===== src/tlps_params.svh =====
// constants for the three-level pwm steering host controller
`ifndef TLPS_PARAMS_SVH
`define TLPS_PARAMS_SVH

// register byte offsets
`define TLPS_ADDR_CTRL        5'h00
`define TLPS_ADDR_PERIOD      5'h04
`define TLPS_ADDR_ON_TIME     5'h08
`define TLPS_ADDR_STATUS      5'h0C
`define TLPS_ADDR_PULSES      5'h10

// control field positions
`define TLPS_CTRL_RUN         0
`define TLPS_CTRL_DOUBLING    1
`define TLPS_CTRL_BYPASS      2
`define TLPS_CTRL_MID_RELEASE 3
`define TLPS_CTRL_MID_VOLTAGE 4
`define TLPS_CTRL_MID_ONLY    5
`define TLPS_CTRL_FORCE_MID   6
`define TLPS_CTRL_W           7

// status field positions
`define TLPS_STAT_READY       5
`define TLPS_STAT_CAL_TMO     6

// reset values
`define TLPS_CTRL_RST         7'h02
`define TLPS_PERIOD_RST       16'h0064
`define TLPS_ON_TIME_RST      16'h0020

// timing
`define TLPS_CLK_PERIOD_NS    100
`define TLPS_CLK_MHZ          10
`define TLPS_CAL_TIMEOUT_US   2000
`define TLPS_CAL_TIMEOUT_CYC  (`TLPS_CAL_TIMEOUT_US * `TLPS_CLK_MHZ)
`define TLPS_SHDN_MID_NS      1000
`define TLPS_SHDN_MID_CYC     ((`TLPS_SHDN_MID_NS + `TLPS_CLK_PERIOD_NS - 1) / `TLPS_CLK_PERIOD_NS)

`endif


===== src/tlps_pkg.sv =====
// types for the three-level pwm steering host controller
package tlps_pkg;

	// sequencer states, one-hot
	typedef enum logic [4:0] {
		TLPS_OFF  = 5'h01,
		TLPS_CAL  = 5'h02,
		TLPS_ARM  = 5'h04,
		TLPS_RUN  = 5'h08,
		TLPS_SHDN = 5'h10
	} tlps_state_e;

	// three-level pwm code
	typedef enum logic [1:0] {
		TLPS_LOW  = 2'h0,
		TLPS_MID  = 2'h1,
		TLPS_HIGH = 2'h2
	} tlps_level_e;

endpackage


===== src/tlps_host_ctrl.sv =====
// host controller that sequences and drives the three-level pwm phase steering device
`timescale 1ns/1ps
`include "tlps_params.svh"

module tlps_host_ctrl #(
	parameter int  CAL_TIMEOUT_CYC = `TLPS_CAL_TIMEOUT_CYC,
	parameter int  SHDN_MID_CYC    = `TLPS_SHDN_MID_CYC
) (
	input  wire logic        clk_sys,
	input  wire logic        rst_b,
	input  wire logic [4:0]  addr,
	input  wire logic [31:0] wr_data,
	input  wire logic        wr_en,
	input  wire logic        rd_en,
	output logic      [31:0] rd_data,
	input  wire logic        dev_ready,
	output logic             dev_enable,
	output logic             dev_driver_on,
	output logic      [1:0]  dev_pwm,
	output logic             doubling_select,
	output logic             bypass_select,
	output logic             mid_release_select,
	output logic             mid_voltage_select
);

	// register file state
	logic [`TLPS_CTRL_W-1:0] ctrl;
	logic [`TLPS_CTRL_W-1:0] next_ctrl;
	logic [15:0]             period;
	logic [15:0]             next_period;
	logic [15:0]             on_time;
	logic [15:0]             next_on_time;
	logic                    cal_tmo;
	logic                    next_cal_tmo;
	logic [31:0]             next_rd_data;

	// sequencer state
	tlps_pkg::tlps_state_e   state;
	tlps_pkg::tlps_state_e   next_state;
	logic [23:0]             wait_cnt;
	logic [23:0]             next_wait_cnt;
	logic                    next_dev_enable;
	logic                    next_dev_driver_on;
	logic                    cal_expired;

	// pwm generator state
	logic [15:0]             pwm_cnt;
	logic [15:0]             next_pwm_cnt;
	logic [1:0]              next_dev_pwm;
	logic [31:0]             pulses;
	logic [31:0]             next_pulses;

	// ready pin synchroniser
	logic                    ready_meta;
	logic                    ready_sync;

	// control bits
	logic                    run_req;
	logic                    mid_only;
	logic                    force_mid;

	assign run_req            = ctrl[`TLPS_CTRL_RUN];
	assign mid_only           = ctrl[`TLPS_CTRL_MID_ONLY];
	assign force_mid          = ctrl[`TLPS_CTRL_FORCE_MID];
	assign doubling_select    = ctrl[`TLPS_CTRL_DOUBLING];
	assign bypass_select      = ctrl[`TLPS_CTRL_BYPASS];
	assign mid_release_select = ctrl[`TLPS_CTRL_MID_RELEASE];
	assign mid_voltage_select = ctrl[`TLPS_CTRL_MID_VOLTAGE];
	assign cal_expired        = (wait_cnt == 24'(CAL_TIMEOUT_CYC - 1));

	// open-collector ready passes two flops
	always_ff @(posedge clk_sys) begin
		if (!rst_b) begin
			ready_meta <= 1'b0;
			ready_sync <= 1'b0;
		end else begin
			ready_meta <= dev_ready;
			ready_sync <= ready_meta;
		end
	end

	// register writes, sticky timeout and read mux
	always_comb begin
		next_ctrl    = ctrl;
		next_period  = period;
		next_on_time = on_time;
		next_cal_tmo = cal_tmo;
		next_rd_data = 32'h00000000;
		if (wr_en) begin
			case (addr)
				`TLPS_ADDR_CTRL:    next_ctrl = wr_data[`TLPS_CTRL_W-1:0];
				`TLPS_ADDR_PERIOD:  next_period = wr_data[15:0];
				`TLPS_ADDR_ON_TIME: next_on_time = wr_data[15:0];
				`TLPS_ADDR_STATUS: begin
					if (wr_data[`TLPS_STAT_CAL_TMO]) begin
						next_cal_tmo = 1'b0;
					end
				end
				default: next_ctrl = ctrl;
			endcase
		end
		// a timeout in the clearing cycle still sets
		if (state == tlps_pkg::TLPS_CAL && cal_expired) begin
			next_cal_tmo = 1'b1;
		end
		if (rd_en) begin
			case (addr)
				`TLPS_ADDR_CTRL:    next_rd_data = {25'h0000000, ctrl};
				`TLPS_ADDR_PERIOD:  next_rd_data = {16'h0000, period};
				`TLPS_ADDR_ON_TIME: next_rd_data = {16'h0000, on_time};
				`TLPS_ADDR_STATUS:  next_rd_data = {25'h0000000, cal_tmo, ready_sync, state};
				`TLPS_ADDR_PULSES:  next_rd_data = pulses;
				default:            next_rd_data = 32'h00000000;
			endcase
		end
	end

	// register file flops
	always_ff @(posedge clk_sys) begin
		if (!rst_b) begin
			ctrl    <= `TLPS_CTRL_RST;
			period  <= `TLPS_PERIOD_RST;
			on_time <= `TLPS_ON_TIME_RST;
			cal_tmo <= 1'b0;
			rd_data <= 32'h00000000;
		end else begin
			ctrl    <= next_ctrl;
			period  <= next_period;
			on_time <= next_on_time;
			cal_tmo <= next_cal_tmo;
			rd_data <= next_rd_data;
		end
	end

	// enable and driver-on sequencing
	always_comb begin
		next_state         = state;
		next_wait_cnt      = wait_cnt;
		next_dev_enable    = dev_enable;
		next_dev_driver_on = dev_driver_on;
		case (state)
			tlps_pkg::TLPS_OFF: begin
				next_wait_cnt = 24'h000000;
				if (run_req) begin
					next_state         = tlps_pkg::TLPS_CAL;
					next_dev_enable    = 1'b1;
					next_dev_driver_on = 1'b0;
				end
			end
			tlps_pkg::TLPS_CAL: begin
				next_wait_cnt = wait_cnt + 24'h000001;
				if (!run_req || cal_expired) begin
					next_state         = tlps_pkg::TLPS_OFF;
					next_dev_enable    = 1'b0;
					next_dev_driver_on = 1'b0;
				end else if (ready_sync) begin
					next_state         = tlps_pkg::TLPS_ARM;
					next_dev_driver_on = 1'b1;
				end
			end
			tlps_pkg::TLPS_ARM: begin
				next_state = run_req ? tlps_pkg::TLPS_RUN : tlps_pkg::TLPS_SHDN;
				next_wait_cnt = 24'h000000;
			end
			tlps_pkg::TLPS_RUN: begin
				next_wait_cnt = 24'h000000;
				if (!run_req || !ready_sync) begin
					next_state = tlps_pkg::TLPS_SHDN;
				end
			end
			tlps_pkg::TLPS_SHDN: begin
				next_wait_cnt = wait_cnt + 24'h000001;
				if (wait_cnt >= 24'(SHDN_MID_CYC)) begin
					next_state         = tlps_pkg::TLPS_OFF;
					next_dev_enable    = 1'b0;
					next_dev_driver_on = 1'b0;
					next_wait_cnt      = 24'h000000;
				end
			end
			default: begin
				next_state         = tlps_pkg::TLPS_OFF;
				next_wait_cnt      = 24'h000000;
				next_dev_enable    = 1'b0;
				next_dev_driver_on = 1'b0;
			end
		endcase
	end

	// sequencer flops
	always_ff @(posedge clk_sys) begin
		if (!rst_b) begin
			state         <= tlps_pkg::TLPS_OFF;
			wait_cnt      <= 24'h000000;
			dev_enable    <= 1'b0;
			dev_driver_on <= 1'b0;
		end else begin
			state         <= next_state;
			wait_cnt      <= next_wait_cnt;
			dev_enable    <= next_dev_enable;
			dev_driver_on <= next_dev_driver_on;
		end
	end

	// three-level pwm waveform and pulse counter
	always_comb begin
		next_pwm_cnt = 16'h0000;
		next_dev_pwm = tlps_pkg::TLPS_MID;
		next_pulses  = pulses;
		if (state == tlps_pkg::TLPS_RUN && !force_mid && run_req && ready_sync) begin
			next_pwm_cnt = (pwm_cnt + 16'h0001 >= period) ? 16'h0000 : pwm_cnt + 16'h0001;
			// high on time, then low or mid
			if (pwm_cnt < on_time) begin
				next_dev_pwm = tlps_pkg::TLPS_HIGH;
			end else begin
				// mid-only off level lets drivers run discontinuous
				next_dev_pwm = mid_only ? tlps_pkg::TLPS_MID : tlps_pkg::TLPS_LOW;
			end
		end
		// anything else parks the input at mid
		if (next_dev_pwm == tlps_pkg::TLPS_HIGH && dev_pwm != tlps_pkg::TLPS_HIGH) begin
			next_pulses = pulses + 32'h00000001;
		end
	end

	// pwm flops
	always_ff @(posedge clk_sys) begin
		if (!rst_b) begin
			pwm_cnt <= 16'h0000;
			dev_pwm <= tlps_pkg::TLPS_MID;
			pulses  <= 32'h00000000;
		end else begin
			pwm_cnt <= next_pwm_cnt;
			dev_pwm <= next_dev_pwm;
			pulses  <= next_pulses;
		end
	end
endmodule


===== config.mk =====
export PLATFORM = sky130hd
export DESIGN_NAME = tlps_host_ctrl
export DESIGN_NICKNAME = d
export VERILOG_FILES = /design/src/tlps_pkg.sv /design/src/tlps_host_ctrl.sv
export VERILOG_INCLUDE_DIRS = /design/src
export SDC_FILE = /design/constraint.sdc
export NUM_CORES = 1
export LEC_CHECK = 0
export BUFFER_PORTS_ARGS = -buffer_cell sky130_fd_sc_hd__buf_2
export CAP_MARGIN = 20
export CORE_MARGIN = 8
export CORE_UTILIZATION = 35
export DETAILED_ROUTE_END_ITERATION = 10
export HOLD_SLACK_MARGIN = 0.03
export MAX_ROUTING_LAYER = met4
export SLEW_MARGIN = 20
export SYNTH_ARGS = -nofsm -noshare
export SYNTH_HDL_FRONTEND = slang
export SYNTH_SLANG_ARGS = --single-unit

===== constraint.sdc =====
create_clock -name clk_sys -period 2.9 [get_ports clk_sys]
set_clock_uncertainty 0.15 [all_clocks]
set_input_delay 0.435 -clock clk_sys [delete_from_list [all_inputs] [get_ports clk_sys]]
set_output_delay 0.435 -clock clk_sys [all_outputs]
set_load 0.01 [all_outputs]

# [Word-level counts from Yosys, hierarchy flattened]
# Index checks and enable logic that the tools add are counted.
[totals] ff_bits=155 wordCells=89 output_inout_bits=40 input_bits=42
[op_classes] bitwise=3 eq_ne=17 n_addsub=3 n_reduce_logical=24 n_lt_le_gt_ge=3 mux=25
[op_table] op="case mux 32 bit (5 select lines)" n=1
[op_table] op="case mux 24 bit (2 select lines)" n=1
[op_table] op="adder 32 x 1 -> 32 bit (second input constant)" n=1
[op_table] op="2-to-1 mux 5 bit" n=6
[op_table] op="case mux 5 bit (5 select lines)" n=1
[op_table] op="adder 24 x 1 -> 24 bit (second input constant)" n=1
[op_table] op="equality test 24 x 15 -> 1 bit (second input constant)" n=1
[op_table] op="greater-or-equal comparator 24 x 4 -> 1 bit (second input constant)" n=1
[op_table] op="2-to-1 mux 24 bit" n=1
[op_table] op="adder 16 x 1 -> 16 bit (second input constant)" n=1
[op_table] op="greater-or-equal comparator 16 bit" n=1
[op_table] op="less-than comparator 16 bit" n=1
[op_table] op="equality test 5 x 4 -> 1 bit (second input constant)" n=3
[op_table] op="AND reduction 4 bit" n=3
[op_table] op="2-to-1 mux 1 bit" n=11
[op_table] op="equality test 5 x 3 -> 1 bit (second input constant)" n=2
[op_table] op="equality test 5 bit (second input constant)" n=2
[op_table] op="!= test 2 bit (second input constant)" n=4
[op_table] op="case mux 1 bit (4 select lines)" n=2
[op_table] op="AND reduction 2 bit" n=4
[op_table] op="nonzero test 2 bit" n=3
[op_table] op="equality test 5 x 1 -> 1 bit (second input constant)" n=1
[op_table] op="equality test 5 x 2 -> 1 bit (second input constant)" n=1
[op_table] op="logical AND 1 bit" n=5
[op_table] op="11 further kinds" n=17

# [Longest topological paths before layout]
# Gate-level depths: netlist of the first run.
[logic_depth] ltp_word=7 mapped_depth=11

# [Worst setup path after synthesis of the first run]
# No wires, ideal clock.
[synth_timing] path_kind="register -> register" startpoint="register pwm_cnt[2]" endpoint="register pwm_cnt[12]" setup_time_ns=0.137 required_ns=2.613 path_stages_with_launch=11 n_path_buf=1 synth_period_minus_slack_ns=3.107 t_arrival_ns=2.819 path_slack_ns=-0.207 path_cell_list="dfxtp_1 > and4_1 > nand4_1 > nor3_1 > xnor2_1 > inv_1 > ha_1 > nand4_1 > a211oi_1 > clkbuf_1 > a211oi_1"
[synth_between] elab_chain_len=3
[synth_rtl] element="from (decl)" line="tlps_host_ctrl.sv:47" rtl="logic [15:0] pwm_cnt;"
[synth_rtl] element="from (signal assigned)" line="tlps_host_ctrl.sv:232" rtl="pwm_cnt <= next_pwm_cnt;"
[synth_rtl] element="adder 16 x 1 -> 16 bit (*)" line="tlps_host_ctrl.sv:210" rtl="next_pwm_cnt = (pwm_cnt + 16'h0001 >= period) ? 16'h0000 : pwm_cnt + 16'h0001;"
[synth_rtl] element="greater-or-equal comparator 16 bit" line="tlps_host_ctrl.sv:210"
[synth_rtl] element="OR reduction 3 bit (no line)"
# Every way passes the cells marked *; elsewhere a longest branch is shown, timed or not.
# A chain may end at the register's enable or synchronous reset.

# [Final worst setup path of the first run]
[layout_timing] startpoint="register pwm_cnt[1]" endpoint="register pwm_cnt[13]"
# Same word-level chain as after synthesis.

==> results.toml, run 1 <==
[run_status]
status = "complete, no violations"

[hold_path]
whs_path_depth = 2
hp-class = "in -> reg"

[floorplanning]
dieArea_um2 = 26700
start_util = 0.353
fp.dieW_um = 163
num_io_pins = 82
fp-row-count = 54
fp.coreArea_um2 = 21600
die_y_um = 163

[critical_path]
cp_data_required_time_ns = 3.09
r2r_cells = 12
cp-start-kind = "flip-flop"
cp.arrival_ns = 2.98
worstSetupPathType = "reg -> reg"
crit_fanout = 5
end_kind = "flip-flop"
r2r_slack_ns = 0.11

[drt]
wl_per_cell_um = 15.9
top_layer = "met4"
vias_per_cell = 5.30
dr.pass1.iters = 7
routed_wl_um = 20000
wl_met1_um = 9480
wl_met2_um = 9140
drt_iter0_drc = 499
ant_nets = 0
drc_errors = 0
met3_length_um = 1080
vias = 6673

[clock_tree]
numCtsBuffers = 17
cts_hold_buffers = 0
clk-insertion-delay-late_ns = 0.43
clkSinkCount = 155
h-tree-depth = 4
cts_root_buf = "clkbuf_16"
clk_path_buf_depth = 2
cts_tree = "yes"
clk_pin_slew_ns = 0.07

[place]
routabilityCongestion = 0.840
dp_slack_ns = 0.0521
io_buffers = 65
dpl.hpwl_um = 14100

[layout]
mostFrequentLayoutCells = "154 x dfxtp_1, 101 x nand2_1, 67 x nand3_1"
regArea_um2 = 3100
num-nets-final = 1043
areaGrowthSynthToFinish_pct = 21.6
multi_input_area_um2 = 4270
antenna_cells = 0
drive_gt1_frac = 0.195
n_fill_cell = 2121
layout_commonest_cell = "dfxtp_1"

[global_routing]
grt_start_max_net_pins = 71
grt_overflow = 0
antenna_found_initial = 0
grt_pass1_vias = 6274
grt_pass1_wl_um = 32300
grt_usage = 0.153

[sta]
finalSetupViolations = 0
tightest_slew_ns = 0.781
maxSlewViolCount = 0
post-route-min-period_ns = 2.79
finalHoldViolCount = 0
setup_ws_ns = 0.109
fmax_mhz = 358
finalCritPeriodShare = 0.962
slew-limit-headroom = 0.480
tns_ns = 0

[synthesis]
syn_nets = 957
synthTopCellsByArea = "dfxtp_1 41%, ha_1 5.8%, nand2_1 5.0%"
netlist_area_um2 = 7610
synth-edff-count = 0
ys_ff_latch = 155
synth_top_area_share = 0.408
syn_avg_cell_area_um2 = 8.64
synth_cell_types = 60
synthArstFlopShare = 0
syn_inst = 880
ys_seq_area_frac = 0.408
ys.flop_type = "dfxtp_1"
yosysWarnings = 0
synth.largest_area_cell = "dfxtp_1"

[power]
ir_drop_uv = 350
p_leak_uw = 0.00340
p_per_area_nw_per_um2 = 501

[job]
maxCapViolCount = 0
-- final timing paths --
| kind | start | to |
|---|---|---|
| min | dev_ready | ready_meta |
| max | pwm_cnt[1] | pwm_cnt[13] |
| min reg2reg | ready_meta | ready_sync |
| max reg2reg | pwm_cnt[1] | pwm_cnt[13] |
-- worst max-delay path: stages, from the launching register on --
cell and delay (ns):
dfxtp_1 0.35, and2_1 0.17, nand4_1 0.22, buf_4 0.22, nor3_4 0.20, xnor2_2 0.14, inv_1 0.07, ha_1 0.29
buf_4 0.15, a211oi_4 0.21, buf_4 0.18, o21ai_4 0.11, a211oi_2 0.24
-- flip-flops by register name (all words and copies together) (netlist names), 2 cells and up --
signal / cells
wait_cnt: 24
ctrl: 7
dev_pwm: 2
period: 16
state: 5
pwm_cnt: 16
pulses: 32
on_time: 16
rd_data: 32
-- per-stage QoR --
step                      area (µm²)  utilization  hold WS, ns  instances  total power, µW
final                           9250        0.429       0.0840       1259             4630
after global routing            9250        0.429       0.0870       1259             4800
after CTS                       9110        0.423       0.0840       1254             4680
after detailed placement        8500        0.395        0.274       1222             2370
after global placement          8500        0.395        0.273       1222             2370
after floorplan                 7620            -        0.262        880             2300
-- cell usage after synthesis, types with 7 or more instances --
library cell  count
a211oi_1         12
a21o_1            8
a21oi_1          58
a222oi_1         16
a22oi_1           8
and2_1           27
clkbuf_1         40
dfxtp_1         155
ha_1             35
inv_1            52
mux2i_1          30
nand2_1         101
nand2b_1         32
nand3_1          67
nand4_1          29
nor2_1           51
nor3_1           13
nor4_1           20
nor4_2           15
o211ai_1          7
xnor2_1          18
xor2_1           18
-- layout make-up --
| class | instances | share of cell area |
|---|---|---|
| Inverter | 53 | 0.0215 |
| Sequential cell | 155 | 0.336 |
| Tap cell | 280 | 0.0379 |
| Multi-Input combinational cell | 627 | 0.462 |
| Clock inverter | 13 | 0.0181 |
| Timing Repair Buffer | 112 | 0.0769 |
| Clock buffer | 19 | 0.0479 |
-- layer usage --
layer  vias up  track usage
li1       3319            -
met1      3155        0.200
met2       177        0.234
met3        22       0.0338
met4         0       0.0400
met5         -            -
-- timing repair --
item,in CTS,in global routing
gates resized for setup,0,19
buffers inserted,0,4
endpoints found under the setup margin,0,15
-- logic make-up (layout without fill, tap and decap cells) --
logic type,count (synthesis),count (layout),share of synthesized area
adders and majority gates,35,35,0.0576
AOI/OAI and AO/OA,138,139,0.130
and+or+nand+nor,387,387,0.274
DFF,155,155,0.408
muxes,30,30,0.0395
buffers and inverters,99,197,0.0498
xor gates and xnor gates,36,36,0.0415
-- power breakdown --
group | leakage, µW | switching [µW] | internal, µW
logic | 0.00186 | 108 | 56.9
registers | 0.00125 | 14.4 | 2140
clock network | 0.000294 | 927 | 1380
total | 0.00340 | 1050 | 3580
Power figures use the tool's default switching activity.
==> inputs of run 2 (changes only) <==
--- a/config.mk
+++ b/config.mk
@@ -13,6 +13,7 @@
 export DETAILED_ROUTE_END_ITERATION = 10
 export HOLD_SLACK_MARGIN = 0.03
 export MAX_ROUTING_LAYER = met4
+export PLACE_DENSITY = 0.54
 export SLEW_MARGIN = 20
 export SYNTH_ARGS = -nofsm -noshare
 export SYNTH_HDL_FRONTEND = slang
==> run 2 against run 1 <==
Final cell count rose by 0.24%. Global-route usage rose by 0.55 points. Design area rose by 0.19%. First-iteration DRC count fell by 10%. Core utilization rose by 0.081 points. Clock power fell by 2%. Non-clock buffer count rose by 3. Via count fell by 1.6%. Combinational power rose by 3%. Routed wire length rose by 1.1%. Critical endpoint is now pwm_cnt[9]. Largest cell class unchanged.
==> results.toml, run 2 (same netlist as run 1, synthesis figures left out) <==
[layout]
mostFrequentLayoutCells = "154 x dfxtp_1, 101 x nand2_1, 67 x nand3_1"
drive_gt1_frac = 0.198
reg.largest.list = "pulses: 32 flops, rd_data: 32 flops, wait_cnt: 24 flops"
fin_util = 0.430
areaGrowthSynthToFinish_pct = 21.8
num-nets-final = 1046
finalNonFillerCells = 1262
layout_commonest_cell = "dfxtp_1"
antenna_cells = 0

[power]
p_per_area_nw_per_um2 = 496
p_leak_uw = 0.00340
ir_drop_uv = 401

[drt]
vias_per_cell = 5.20
drc_errors = 0
vias = 6565
wl_per_cell_um = 16.0
dr.pass1.iters = 5
routed_wl_um = 20200
drt_iter0_drc = 448
ant_nets = 0

[sta]
rsz0062_at_grt = "true"
maxSlewViolCount = 0
tightest_slew_ns = 0.770
post-route-min-period_ns = 2.82
finalHoldViolCount = 0
tns_ns = 0
slew-limit-headroom = 0.487
fmax_mhz = 355
finalSetupViolations = 0
finalCritPeriodShare = 0.971

[clock_tree]
clkSinkCount = 155
cts_hold_buffers = 0
clk_path_buf_depth = 2
cts_root_buf = "clkbuf_16"
clk-insertion-delay-late_ns = 0.43
numCtsBuffers = 17
h-tree-depth = 4
cts_tree = "yes"
clk_pin_slew_ns = 0.07

[floorplanning]
die_y_um = 163
fp.coreArea_um2 = 21600
num_io_pins = 82
dieArea_um2 = 26700
fp.dieW_um = 163
start_util = 0.353
fp-row-count = 54

[critical_path]
path_cells = "and4_1 -> nand4_1 -> nor2_1 -> xnor2_1 -> inv_1 -> ha_1 -> a21o_1 -> a21o_1 -> a211oi_4 -> buf_6 -> o21ai_4 -> a211oi_1"
worstSetupPathType = "reg -> reg"
end_kind = "flip-flop"
cp_slowest_cell = "dfxtp_1"
crit_fanout = 5
path_common_cell = "a21o_1"
cp-start-kind = "flip-flop"
cp_data_required_time_ns = 3.09
cp_slowest_stage_delay_ns = 0.33
cp.arrival_ns = 3.00

[global_routing]
grt_overflow = 0
grt_pass1_vias = 6293
grt_usage = 0.158
antenna_found_initial = 0
grt_start_max_net_pins = 71
grt_pass1_wl_um = 33100

[place]
io_buffers = 65
routabilityCongestion = 0.845
dp_cells = 1222
dpl.hpwl_um = 14100

[job]
maxCapViolCount = 0

[hold_path]
hp-class = "in -> reg"

[run_status]
status = "complete, no violations"
## run 2: final cells by class
cell class              count  area [µm²]
well taps                 280         350
fillers                  2192       12300
inverters                  53         199
repair buffers            115         749
clock inverters            12         138
flip-flops and latches    155        3100
multi-input cells         627        4270
clock buffers              20         457
## run 2: repair_timing
item / CTS / global route
gates resized for setup: 0 / 19
endpoints found under the setup margin: 10 / 16
pin swaps: 1 / 8
setup buffers: 1 / 6
gates cloned: 0 / 1
endpoints found under the hold margin: 0 / 0
## run 2: per-layer routing
layer / vias up / GRT usage / part of all wire
met4: 0 / 0.0409 / 0.0088
met2: 124 / 0.245 / 0.46
met5: - / - / 0
met1: 3097 / 0.207 / 0.49
met3: 22 / 0.0320 / 0.042
li1: 3322 / - / -
## run 2: path summary, 6_finish.rpt
check	startpoint	endpoint	slack [ns]	cells after the start
min reg2reg	ready_meta	ready_sync	0.29	1
max reg2reg	pwm_cnt[5]	pwm_cnt[9]	0.08	12
max	pwm_cnt[5]	pwm_cnt[9]	0.08	12
min	dev_ready	ready_meta	0.08	2
## run 2: power by group
| group | internal, µW | total (µW) | leakage (µW) | switching [µW] |
|---|---|---|---|---|
| Combinational | 59.9 | 170 | 0.00188 | 110 |
| Clock | 1320 | 2270 | 0.000276 | 944 |
| Sequential | 2140 | 2160 | 0.00125 | 13.7 |
## run 2: critical path: cells and delay by family (launching register included)
kind	cells	cell delay [ns]
AOI/OAI and AO/OA	5	0.96
xor gates and xnor gates	1	0.15
adders and majority gates	1	0.29
buffers and inverters	2	0.22
DFF	1	0.33
and+or+nand+nor	3	0.62
## run 2: through the flow
stage | power, µW | setup WS (ns) | instance area (µm²) | hold slack (ns)
2_1_floorplan | 2300 | 0.00975 | 7620 | 0.262
3_3_place_gp | 2370 | 0.0703 | 8520 | 0.279
3_5_place_dp | 2370 | -0.0173 | 8520 | 0.280
4_1_cts | 4650 | 0.0159 | 9120 | 0.0732
5_1_grt | 4760 | -0.0462 | 9260 | 0.0795
6_report | 4590 | 0.0846 | 9260 | 0.0782
